### src/common/eig_pkg.sv
package eig_pkg;

    // register bus geometry
    localparam int          EIG_ADR_W      = 16;
    localparam int          EIG_DAT_W      = 32;
    localparam int          EIG_CFG_W      = 8;
    localparam int          EIG_CNT_W      = 16;

    // register indices; byte address is four times the index
    localparam logic [15:0] EIG_CFG_IDX    = 16'h0885;
    localparam logic [15:0] EIG_STAT_IDX   = 16'h0886;
    localparam logic [15:0] EIG_CNT_IDX    = 16'h0887;

    // index_track_config fields
    localparam int          EIG_GATE_LSB   = 0;
    localparam int          EIG_GATE_W     = 2;
    localparam int          EIG_SE_BIT     = 3;
    localparam int          EIG_LN_BIT     = 6;
    localparam logic [7:0]  EIG_CFG_MASK   = 8'h4B;
    localparam logic [7:0]  EIG_CFG_RESET  = 8'h40;

    // status register fields
    localparam int          EIG_ST_CMP     = 0;
    localparam int          EIG_ST_QA      = 1;
    localparam int          EIG_ST_QB      = 2;
    localparam int          EIG_ST_ARMED   = 3;
    localparam int          EIG_ST_PULSE   = 4;
    localparam int          EIG_ST_SE      = 5;
    localparam int          EIG_ST_W       = 6;

    // sync stages input vector: {b, a, cmp}
    localparam int          EIG_SYN_W      = 3;

    typedef enum logic [1:0] {
        EIG_GATE_NONE,
        EIG_GATE_A,
        EIG_GATE_B,
        EIG_GATE_AB
    } eig_gate_e;

    typedef enum logic [1:0] {
        EIG_GS_IDLE,
        EIG_GS_ARMED,
        EIG_GS_PULSE
    } eig_gstate_e;

    function automatic logic [EIG_ADR_W-1:0] eig_byte_adr(input logic [15:0] idx);
        eig_byte_adr = {idx[EIG_ADR_W-3:0], 2'b00};
    endfunction

endpackage

### src/common/eig_gate_if.sv
`timescale 1ns/1ps
interface eig_gate_if;
    import eig_pkg::*;

    logic      cmp;
    logic      qa;
    logic      qb;
    eig_gate_e gate_sel;
    logic      pulse;
    logic      armed;

    modport ctrl (
        output cmp,
        output qa,
        output qb,
        output gate_sel,
        input  pulse,
        input  armed
    );

    modport gate (
        input  cmp,
        input  qa,
        input  qb,
        input  gate_sel,
        output pulse,
        output armed
    );

endinterface

### src/hw/eig_gate.sv
`timescale 1ns/1ps
module eig_gate
    import eig_pkg::*;
(
    input  wire logic clock,
    input  wire logic rst_b,
    eig_gate_if.gate  gif
);

    logic        prev_cmp_r;
    logic        prev_cmp_nxt;
    logic        prev_a_r;
    logic        prev_a_nxt;
    logic        prev_b_r;
    logic        prev_b_nxt;
    eig_gstate_e st_r;
    eig_gstate_e st_nxt;
    logic        pulse_r;
    logic        pulse_nxt;

    logic        rise_cmp;
    logic        fall_a;
    logic        fall_b;
    logic        rise_a;
    logic        rise_b;
    logic        start;
    logic        stop;

    always_comb begin
        prev_cmp_nxt = gif.cmp;
        prev_a_nxt   = gif.qa;
        prev_b_nxt   = gif.qb;
        rise_cmp     = gif.cmp & ~prev_cmp_r;
        fall_a       = prev_a_r & ~gif.qa;
        fall_b       = prev_b_r & ~gif.qb;
        rise_a       = ~prev_a_r & gif.qa;
        rise_b       = ~prev_b_r & gif.qb;
        // polarity fixed: pulse opens on the falling side of the selected channel
        case (gif.gate_sel)
            EIG_GATE_A: begin
                start = fall_a;
                stop  = rise_a;
            end
            EIG_GATE_B: begin
                start = fall_b;
                stop  = rise_b;
            end
            EIG_GATE_AB: begin
                start = (fall_a & ~gif.qb) | (fall_b & ~gif.qa);
                stop  = rise_a | rise_b;
            end
            default: begin
                start = 1'b0;
                stop  = 1'b0;
            end
        endcase

        st_nxt    = st_r;
        pulse_nxt = 1'b0;
        if (gif.gate_sel == EIG_GATE_NONE) begin
            st_nxt    = EIG_GS_IDLE;
            pulse_nxt = gif.cmp;
        end else begin
            case (st_r)
                EIG_GS_IDLE: begin
                    if (rise_cmp) begin
                        st_nxt = start ? EIG_GS_PULSE : EIG_GS_ARMED;
                    end
                end
                EIG_GS_ARMED: begin
                    // window closed before any edge: no pulse this revolution
                    if (!gif.cmp) begin
                        st_nxt = EIG_GS_IDLE;
                    end else if (start) begin
                        st_nxt = EIG_GS_PULSE;
                    end
                end
                EIG_GS_PULSE: begin
                    if (stop) begin
                        st_nxt = EIG_GS_IDLE;
                    end
                end
                default: begin
                    st_nxt = EIG_GS_IDLE;
                end
            endcase
            pulse_nxt = (st_nxt == EIG_GS_PULSE);
        end
    end

    always_ff @(posedge clock or negedge rst_b) begin
        if (!rst_b) begin
            prev_cmp_r <= 1'b0;
            prev_a_r   <= 1'b0;
            prev_b_r   <= 1'b0;
            st_r       <= EIG_GS_IDLE;
            pulse_r    <= 1'b0;
        end else begin
            prev_cmp_r <= prev_cmp_nxt;
            prev_a_r   <= prev_a_nxt;
            prev_b_r   <= prev_b_nxt;
            st_r       <= st_nxt;
            pulse_r    <= pulse_nxt;
        end
    end

    assign gif.pulse = pulse_r;
    assign gif.armed = (st_r == EIG_GS_ARMED);

endmodule

### src/hw/eig_top.sv
// Function
// - positive index stays low, one high pulse per revolution
// - negative index is always the complement of the positive index
// - output-mode bit 0: both index pins driven as a complementary pair
// - output-mode bit 1: negative pin released, only positive pin driven
// - gating 00: positive index follows the index comparator directly
// - gating 01: pulse from first A fall after compare true to next A rise
// - gating 10: pulse from first B fall after compare true to next B rise
// - gating 11: A fall with B low or B fall with A low; ends next rise
// - gating assumes compare positive while selected channel difference negative
// - config register at 0885: gating 1:0, mode bit 3, low-noise bit 6
//
// The implementer's own choice: the Wishbone slave port.
`timescale 1ns/1ps
module eig_top
    import eig_pkg::*;
#(
    parameter int CNT_W = EIG_CNT_W
)
(
    input  wire logic                 clock,
    input  wire logic                 rst_b,

    input  wire logic [EIG_ADR_W-1:0] wb_adr_i,
    input  wire logic [EIG_DAT_W-1:0] wb_dat_i,
    output logic      [EIG_DAT_W-1:0] wb_dat_o,
    input  wire logic                 wb_we_i,
    input  wire logic [3:0]           wb_sel_i,
    input  wire logic                 wb_stb_i,
    input  wire logic                 wb_cyc_i,
    output logic                      wb_ack_o,

    input  wire logic                 index_cmp,
    input  wire logic                 quad_a_digital_out,
    input  wire logic                 quad_b_digital_out,

    output logic                      index_out_pos,
    output logic                      index_out_pos_oe,
    output logic                      index_out_neg,
    output logic                      index_out_neg_oe,
    output logic                      low_noise_path_sel
);

    // input synchronisers, {b, a, cmp}
    logic [EIG_SYN_W-1:0] sync1_r;
    logic [EIG_SYN_W-1:0] sync1_nxt;
    logic [EIG_SYN_W-1:0] sync2_r;
    logic [EIG_SYN_W-1:0] sync2_nxt;

    // bus slave
    logic                 ack_r;
    logic                 ack_nxt;
    logic [EIG_DAT_W-1:0] dat_r;
    logic [EIG_DAT_W-1:0] dat_nxt;
    logic                 req;
    logic                 wr_commit;
    logic                 hit_cfg;
    logic                 hit_stat;
    logic                 hit_cnt;

    // software state
    logic [EIG_CFG_W-1:0] cfg_r;
    logic [EIG_CFG_W-1:0] cfg_nxt;
    logic [CNT_W-1:0]     cnt_r;
    logic [CNT_W-1:0]     cnt_nxt;
    logic                 pulse_d_r;
    logic                 pulse_d_nxt;
    logic                 pulse_rise;
    logic [EIG_ST_W-1:0]  status;

    // pin drivers
    logic                 pos_r;
    logic                 pos_nxt;
    logic                 neg_r;
    logic                 neg_nxt;
    logic                 neg_oe_r;
    logic                 neg_oe_nxt;

    eig_gate_if gif ();

    // a write lands only with the low byte lane enabled
    function automatic logic lane0_write(input logic       commit,
                                         input logic       hit,
                                         input logic [3:0] sel);
        lane0_write = commit & hit & sel[0];
    endfunction

    // comparator is analog and quadrature may come from the interpolator's
    // own timing; all three share the same delay so edges stay aligned
    always_comb begin
        sync1_nxt = {quad_b_digital_out, quad_a_digital_out, index_cmp};
        sync2_nxt = sync1_r;
    end

    always_ff @(posedge clock or negedge rst_b) begin
        if (!rst_b) begin
            sync1_r <= '0;
            sync2_r <= '0;
        end else begin
            sync1_r <= sync1_nxt;
            sync2_r <= sync2_nxt;
        end
    end

    assign gif.cmp      = sync2_r[0];
    assign gif.qa       = sync2_r[1];
    assign gif.qb       = sync2_r[2];
    assign gif.gate_sel = eig_gate_e'(cfg_r[EIG_GATE_LSB +: EIG_GATE_W]);

    eig_gate i_eig_gate (
        .clock (clock),
        .rst_b (rst_b),
        .gif   (gif.gate)
    );

    // address decode
    always_comb begin
        hit_cfg  = 1'b0;
        hit_stat = 1'b0;
        hit_cnt  = 1'b0;
        if (wb_adr_i == eig_byte_adr(EIG_CFG_IDX)) begin
            hit_cfg = 1'b1;
        end else if (wb_adr_i == eig_byte_adr(EIG_STAT_IDX)) begin
            hit_stat = 1'b1;
        end else if (wb_adr_i == eig_byte_adr(EIG_CNT_IDX)) begin
            hit_cnt = 1'b1;
        end
    end

    always_comb begin
        status               = '0;
        status[EIG_ST_CMP]   = gif.cmp;
        status[EIG_ST_QA]    = gif.qa;
        status[EIG_ST_QB]    = gif.qb;
        status[EIG_ST_ARMED] = gif.armed;
        status[EIG_ST_PULSE] = gif.pulse;
        status[EIG_ST_SE]    = ~cfg_r[EIG_SE_BIT];
    end

    // request taken one cycle, acked the next; write lands on the ack edge
    // so address and data are still held by the master when it commits
    always_comb begin
        req       = wb_cyc_i & wb_stb_i & ~ack_r;
        wr_commit = wb_cyc_i & wb_stb_i & ack_r & wb_we_i;
        ack_nxt   = req;
        dat_nxt   = dat_r;
        if (req) begin
            dat_nxt = '0;
            if (!wb_we_i) begin
                // unmapped and reserved bits read as zero
                if (hit_cfg) begin
                    dat_nxt[EIG_CFG_W-1:0] = cfg_r;
                end else if (hit_stat) begin
                    dat_nxt[EIG_ST_W-1:0] = status;
                end else if (hit_cnt) begin
                    dat_nxt[CNT_W-1:0] = cnt_r;
                end
            end
        end
    end

    always_ff @(posedge clock or negedge rst_b) begin
        if (!rst_b) begin
            ack_r <= 1'b0;
            dat_r <= '0;
        end else begin
            ack_r <= ack_nxt;
            dat_r <= dat_nxt;
        end
    end

    assign wb_ack_o = ack_r;
    assign wb_dat_o = dat_r;

    // configuration and pulse counter
    always_comb begin
        cfg_nxt     = cfg_r;
        cnt_nxt     = cnt_r;
        pulse_d_nxt = gif.pulse;
        pulse_rise  = gif.pulse & ~pulse_d_r;
        if (lane0_write(wr_commit, hit_cfg, wb_sel_i)) begin
            // low-noise bit stored as written; software keeps it at 1
            cfg_nxt = wb_dat_i[EIG_CFG_W-1:0] & EIG_CFG_MASK;
        end
        if (lane0_write(wr_commit, hit_cnt, wb_sel_i)) begin
            cnt_nxt = '0;
        end
        // a pulse in the clearing cycle still counts
        if (pulse_rise) begin
            cnt_nxt = cnt_nxt + CNT_W'(1);
        end
    end

    always_ff @(posedge clock or negedge rst_b) begin
        if (!rst_b) begin
            cfg_r     <= EIG_CFG_RESET;
            cnt_r     <= '0;
            pulse_d_r <= 1'b0;
        end else begin
            cfg_r     <= cfg_nxt;
            cnt_r     <= cnt_nxt;
            pulse_d_r <= pulse_d_nxt;
        end
    end

    // pin drivers; registered so both pins switch on the same edge
    always_comb begin
        pos_nxt    = gif.pulse;
        neg_nxt    = ~gif.pulse;
        neg_oe_nxt = ~cfg_r[EIG_SE_BIT];
    end

    always_ff @(posedge clock or negedge rst_b) begin
        if (!rst_b) begin
            pos_r    <= 1'b0;
            neg_r    <= 1'b1;
            neg_oe_r <= 1'b1;
        end else begin
            pos_r    <= pos_nxt;
            neg_r    <= neg_nxt;
            neg_oe_r <= neg_oe_nxt;
        end
    end

    assign index_out_pos      = pos_r;
    // positive pin is driven in both output modes
    assign index_out_pos_oe   = 1'b1;
    assign index_out_neg      = neg_r;
    assign index_out_neg_oe   = neg_oe_r;
    assign low_noise_path_sel = cfg_r[EIG_LN_BIT];

endmodule

### config.mk
export PLATFORM = sky130hd
export DESIGN_NAME = eig_top
export DESIGN_NICKNAME = d
export VERILOG_FILES = /design/src/common/eig_pkg.sv /design/src/common/eig_gate_if.sv /design/src/hw/eig_gate.sv /design/src/hw/eig_top.sv
export SDC_FILE = /design/constraint.sdc
export NUM_CORES = 1
export LEC_CHECK = 0
export BUFFER_PORTS_ARGS = -buffer_cell sky130_fd_sc_hd__buf_2
export CORE_UTILIZATION = 25
export CTS_CLUSTER_SIZE = 25
export DETAILED_ROUTE_END_ITERATION = 16
export HOLD_SLACK_MARGIN = 0.02
export PLACE_DENSITY = 0.43
export SETUP_SLACK_MARGIN = 0.02
export SLEW_MARGIN = 20
export SYNTH_ARGS = -nofsm -noshare
export SYNTH_HDL_FRONTEND = slang
export SYNTH_SLANG_ARGS = --single-unit
### constraint.sdc
create_clock -name clock -period 3.3 [get_ports clock]
set_input_delay 0.165 -clock clock [delete_from_list [all_inputs] [get_ports clock]]
set_output_delay 0.165 -clock clock [all_outputs]
set_load 0.005 [all_outputs]
==> results of run 1 <==
[through the flow]
stage               hold slack (ns)  utilization, %
floorplan                    -0.131               -
global placement              0.275            29.2
detailed placement            0.278            29.2
CTS                          0.0799            30.5
global route                 0.0769            30.5
finish                       0.0889            30.5
[per-layer routing]
metal,track usage (%),vias to the layer above
met1,16.5,903
met2,17.9,50
li1,-,922
met5,0,-
met4,3.30,0
met3,1.92,4
[worst max-delay path: stages, from the launching register on]
cell	delay [ns]
dfrtp_1	0.41
and3_1	0.18
nand3_1	0.25
nor2_1	0.09
buf_4	0.19
nor2_1	0.10
ha_1	0.20
and2_1	0.19
nand3_1	0.10
or3_1	0.31
a21oi_1	0.14
[power by group]
| part | internal [mW] | total, mW | switching [mW] | leakage (nW) |
|---|---|---|---|---|
| clock network | 0.172 | 0.373 | 0.202 | 0.0455 |
| logic | 0.0806 | 0.193 | 0.113 | 0.638 |
| registers | 0.687 | 0.751 | 0.0638 | 0.648 |
[area by class of cell]
type                       count  area (um^2)
timing repair buffer          55          300
multi-input combinational    166         1100
clock buffer                   8         90.1
inverter                       6         22.5
tap                          133          166
sequential                    52         1310
fill                        1042         6790
[worst max-delay path by stage]
| stage | slack (ns) | end | cells after the start |
|---|---|---|---|
| after floorplan | 1.17 | cnt_r[6] | 11 |
| after global placement | 0.85 | cnt_r[6] | 10 |
| after detailed placement | 0.87 | cnt_r[6] | 11 |
| after CTS | 1.05 | cnt_r[14] | 10 |
| after global routing | 0.89 | cnt_r[14] | 10 |
| final | 1.07 | cnt_r[14] | 10 |
[sequential cells by signal, summed over array words and instances, names as in the netlist]
register and cells:
i_eig_gate.prev_b_r 1, index_out_neg_oe 1, index_out_neg 1, i_eig_gate.gif.pulse 1
cnt_r 16, i_eig_gate.prev_cmp_r 1, index_out_pos 1, cfg_r 4
i_eig_gate.st_r 2, sync2_r 3, sync1_r 3, wb_ack_o 1
i_eig_gate.prev_a_r 1, wb_dat_o 16
[layout by cell type (no fill, tap or decap), types with 4 or more instances in the layout]
cell	Yosys	final
a31oi_1	4	4
nand2_1	19	19
dlygate4sd3_1	0	4
inv_1	6	6
or3_1	4	4
a21oi_1	10	10
nand4_1	6	6
o31ai_1	5	5
xor2_1	5	5
nand3_1	7	7
conb_1	2	17
a22o_1	9	9
o21ai_0	15	15
nand3b_1	4	4
nor2_1	13	13
xnor2_1	4	4
clkbuf_8	0	6
dfrtp_1	49	49
mux2_4	4	4
buf_2	2	49
[cell families after synthesis]
kind of cell | count (synthesis)
simple gates | 86
other cells | 2
fa+ha+maj | 1
buf+inv | 28
xor+xnor | 9
flops | 52
mux | 4
compound gates | 49
[timing repair]
action / 4_1_cts / 5_1_grt
hold buffers: 4 / 0
endpoints found under the hold margin: 33 / 0
setup buffers: 0 / 0
==> impl_metrics.py, run 1 <==
metrics = {
    "yosys": {
        "synthSimpleGateAreaFrac_pct": 22.4,
        "seq_area_frac_synth_pct": 51.8,
        "async_flop_share_pct": 100,
        "synth_top_cell_by_area": "dfrtp_1",
        "syn_inst": 231,
        "ys.flop_type": "dfrtp_1",
        "synth_xor_area_share_pct": 3.13,
        "ys_ff_latch": 52,
        "yosys_warnings": 0,
        "synth_most_common_cell": "dfrtp_1",
        "synth-edff-count": 0,
        "synthAdderAreaFrac_pct": 0.497,
        "synthMuxAreaShare_pct": 2.39,
        "yosys-top-cells-count": "dfrtp_1, nand2_1, buf_4, o21ai_0, nor2_1",
        "post_synth_instance_area_mm2": 0.00252,
        "avgSynthCellArea_um2": 10.9,
        "synth-compound-area-share_pct": 12.6,
        "synth_top_area_share_pct": 48.7,
        "synth_top_family_by_area": "simple AND/OR/NAND/NOR gates",
        "synth.area.top_cells": "dfrtp_1, buf_4, dfstp_2",
        "ys_types": 45,
    },
    "sta": {
        "hold_viol": 0,
        "finalClockSkew_ns": 0.00946,
        "worst_pin_slew_ns": 0.821,
        "timing.fmax_mhz": 449,
        "slew_headroom_pct": 45.1,
        "final_period_minus_worst_setup_slack_ns": 2.23,
        "finalCritPeriodShare_pct": 67.5,
        "maxSlewViolCount": 0,
        "grt_setup_unrepaired": "false",
        "setup_tns_ns": 0,
        "finalSetupViolCount": 0,
        "worst_slack_ns": 1.07,
    },
    "grt": {
        "antenna_found_initial": 0,
        "first_global_vias": 1799,
        "grt_remaining_overflow": 0,
        "grt_pass1_wl_um": 9240,
        "grt_usage_pct": 11.5,
        "grt_max_degree": 34,
    },
    "drt": {
        "drt-total-wl_um": 5600,
        "drt-initial-drc-count": 91,
        "wl_met1_um": 2760,
        "dr_wl_met2_um": 2560,
        "wl_per_cell_um": 13.3,
        "highest_layer": "met4",
        "dr.pass1.iters": 4,
        "wl_met3_um": 242,
        "post-route-drc-count": 0,
        "vias_per_cell": 4.47,
        "dr_total_vias": 1879,
        "drtAntennaViolNets": 0,
    },
    "worst_setup_path": {
        "cp.arrival_ns": 2.46,
        "cp-end-kind": "flip-flop",
        "ff2ff_path_depth": 10,
        "ff2ff_setup_slack_ns": 1.07,
        "cp-start-kind": "flip-flop",
        "path_max_fanout": 13,
        "crit_start": "wb_ack_o",
        "critPathRequiredTime_ns": 3.53,
        "crit_type": "flip-flop to flip-flop",
        "r2r_end": "cnt_r[14]",
        "r2r_start": "wb_ack_o",
    },
    "clock_network": {
        "cts.htree.levels": 2,
        "cts_tree": "built",
        "cts_made_buffers": 5,
        "cts.sinks": 52,
        "cts.repair.resized": 0,
        "cts-root-buf": "clkbuf_8",
        "clkTransAtPathRegs_ns": 0.09,
        "ctsLongestPathBuffers": 2,
        "insertion_delay_ns": 0.30,
    },
    "floorplanning": {
        "start_util_pct": 25.8,
        "pin_count": 98,
        "dieHeight_um": 102,
        "core_mm2": 0.00977,
        "die_w_um": 102,
        "die_area_mm2": 0.0105,
        "row_count": 36,
    },
    "placement": {
        "routabilityCongestion": 0.709,
        "hpwl_um": 4210,
        "place_inst": 408,
        "placed_cell_area_mm2": 0.00285,
        "dp_slack_ns": 0.874,
        "port_buffers": 49,
    },
    "finish": {
        "stdcell_count": 420,
        "nNetsFinal": 347,
        "layout-drive-gt1-share_pct": 25.4,
        "area_growth_pct": 18.4,
        "stdcell_area_mm2": 0.00298,
        "diodes": 0,
    },
    "worst_hold_path": {
        "min_from": "wb_dat_i[6]",
        "hold_end": "cfg_r[6]",
        "hold_path_depth": 2,
        "hold_class": "primary input to flip-flop",
    },
    "power_and_ir_drop": {
        "p_total_mw": 1.32,
        "ir_drop_mv": 0.160,
        "total_leakage_power_nw": 1.33,
        "power.density_mw_per_mm2": 442,
    },
    "run": {
        "maxCapViolations": 0,
    },
    "status": {
        "status": "finished, final reports clean",
    },
}
No activity file was read; power rests on OpenSTA's default activity.
==> inputs of run 2 (changes only) <==
- clock period: 3.3 -> 2.3 ns (I/O delays scaled with it)
==> run 2 against run 1 <==
Compared with the run above:
- cell area rose by 3.3%
- sequential power increased by 44%
- global-route usage fell by 0.47 points
- total power rose by 52%
- via count grew 0.90%
- clock skew down 0.0026 ns
- wire length shrank 0.55%
- worst hold slack got worse by 0.053 ns
- core utilization is 1.0 points higher
- count of clock-buffer cells in the layout decreased by 3
==> impl_metrics.py, run 2 (synthesized netlist as in run 1, its figures left out) <==
metrics = {
    "clock_network": {
        "cts_made_buffers": 5,
        "cts_tree": "built",
        "insertion_delay_ns": 0.30,
        "clkTransAtPathRegs_ns": 0.10,
        "cts_setup_buffers": 0,
        "cts.sinks": 52,
        "cts.htree.levels": 2,
        "ctsLongestPathBuffers": 2,
        "cts-root-buf": "clkbuf_8",
    },
    "floorplanning": {
        "dieHeight_um": 102,
        "die_w_um": 102,
        "core_mm2": 0.00977,
        "row_count": 36,
        "die_area_mm2": 0.0105,
        "pin_count": 98,
        "start_util_pct": 25.8,
    },
    "drt": {
        "drtAntennaViolNets": 0,
        "vias_per_cell": 4.42,
        "drt-initial-drc-count": 98,
        "wl_per_cell_um": 13.0,
        "dr.pass1.iters": 4,
        "dr_total_vias": 1896,
        "drt-total-wl_um": 5560,
        "post-route-drc-count": 0,
    },
    "sta": {
        "finalCritPeriodShare_pct": 85.0,
        "worst_pin_slew_ns": 0.660,
        "hold_viol": 0,
        "setup_tns_ns": 0,
        "worst_slack_ns": 0.346,
        "timing.fmax_mhz": 512,
        "finalSetupViolCount": 0,
        "slew_headroom_pct": 56.0,
        "grt_setup_unrepaired": "false",
        "maxSlewViolCount": 0,
        "finalClockSkew_ns": 0.00681,
        "final_period_minus_worst_setup_slack_ns": 1.95,
    },
    "power_and_ir_drop": {
        "switchingPower_uw": 565,
        "pwr-share-clk_pct": 31.6,
        "power.density_mw_per_mm2": 652,
        "total_leakage_power_nw": 1.38,
        "swShare_pct": 28.1,
        "ir_drop_mv": 0.273,
        "p_comb_share_pct": 14.8,
        "seqPwrFrac_pct": 53.6,
        "p_int_mw": 1.44,
    },
    "worst_setup_path": {
        "r2r_end": "cnt_r[14]",
        "ff2ff_setup_slack_ns": 0.35,
        "crit_type": "flip-flop to flip-flop",
        "critPathRequiredTime_ns": 2.54,
        "cp_num_buf_inv": 1,
        "slowest_delay_ns": 0.41,
        "cp_slowest_cell": "dfrtp_1",
        "cp-start-kind": "flip-flop",
        "path_max_fanout": 5,
        "r2r_start": "wb_ack_o",
        "crit_chain": "and3_1 > nand3_2 > o21ai_0 > inv_1 > ha_1 > and2_1 > nand3_1 > or3_1 > a21oi_1",
        "cp_top_family": "simple AND/OR/NAND/NOR gates",
        "cp-end-kind": "flip-flop",
        "ff2ff_path_depth": 9,
        "cp.arrival_ns": 2.19,
    },
    "finish": {
        "final_cell_mix": "dfrtp_1, buf_2, nand2_1",
        "register_area_mm2": 0.00131,
        "layout-drive-gt1-share_pct": 28.0,
        "nNetsFinal": 356,
        "diodes": 0,
        "area_growth_pct": 22.3,
        "multi_input_area_mm2": 0.00110,
        "stdcell_area_mm2": 0.00308,
        "post-route-util_pct": 31.5,
        "fillers": 1040,
    },
    "grt": {
        "grt_usage_pct": 11.1,
        "grt_max_degree": 53,
        "antenna_found_initial": 0,
        "grt_remaining_overflow": 0,
        "grt_pass1_wl_um": 8750,
        "first_global_vias": 1719,
    },
    "placement": {
        "routabilityCongestion": 0.708,
        "port_buffers": 49,
        "dp_slack_ns": 0.0987,
        "placed_cell_area_mm2": 0.00290,
        "hpwl_um": 4130,
    },
    "worst_hold_path": {
        "hold_class": "primary input to flip-flop",
        "hold_path_depth": 2,
        "min_from": "wb_dat_i[3]",
        "hold_end": "cfg_r[3]",
    },
    "status": {
        "status": "finished, final reports clean",
    },
    "run": {
        "maxCapViolations": 0,
    },
}
==> run 2: what timing repair did <==
| action | in CTS | in global routing |
|---|---|---|
| hold endpoints to repair | 52 | 2 |
| setup endpoints to repair | 0 | 1 |
| gates resized for setup | 0 | 1 |
| hold buffers | 4 | 2 |
==> run 2: final cells by class <==
cell class,count,area share (%)
inverters,6,0.731
clock inverters,3,1.38
well taps,133,5.40
multi-input cells,166,35.8
repair buffers,64,12.1
clock buffers,5,2.23
flip-flops and latches,52,42.4
==> run 2: power by group through the flow <==
stage	logic, mW	registers, mW	clock network [mW]
2_1_floorplan	0.208	1.06	0
3_3_place_gp	0.292	1.10	0
3_5_place_dp	0.293	1.09	0
4_1_cts	0.300	1.08	0.664
5_1_grt	0.339	1.09	0.691
6_report	0.297	1.08	0.635
==> run 2: metal layers <==
metal	global-route usage [%]	routed length (um)
met4	4.40	110
met3	1.85	237
met2	16.5	2420
met1	15.9	2800
met5	0	0
==> run 2: how the worst max path moves through the flow <==
stage,to,cells after the start,slack [ns],startpoint
after floorplan,cnt_r[6],11,0.22,wb_adr_i[2]
after global placement,cnt_r[6],10,0.14,wb_adr_i[2]
after CTS,cnt_r[12],9,0.19,wb_ack_o
after detailed placement,cnt_r[6],10,0.1,wb_adr_i[2]
after global routing,cnt_r[6],10,0.10,wb_adr_i[2]
final,cnt_r[14],9,0.35,wb_ack_o
==> run 2: through the flow <==
| stage | hold WS (ns) | cells | power (mW) |
|---|---|---|---|
| 2_1_floorplan | -0.181 | 246 | 1.27 |
| 6_report | 0.0358 | 429 | 2.01 |
| 4_1_cts | 0.0201 | 427 | 2.04 |
| 3_5_place_dp | 0.236 | 415 | 1.39 |
| 3_3_place_gp | 0.225 | 415 | 1.39 |
| 5_1_grt | 0.0268 | 429 | 2.12 |
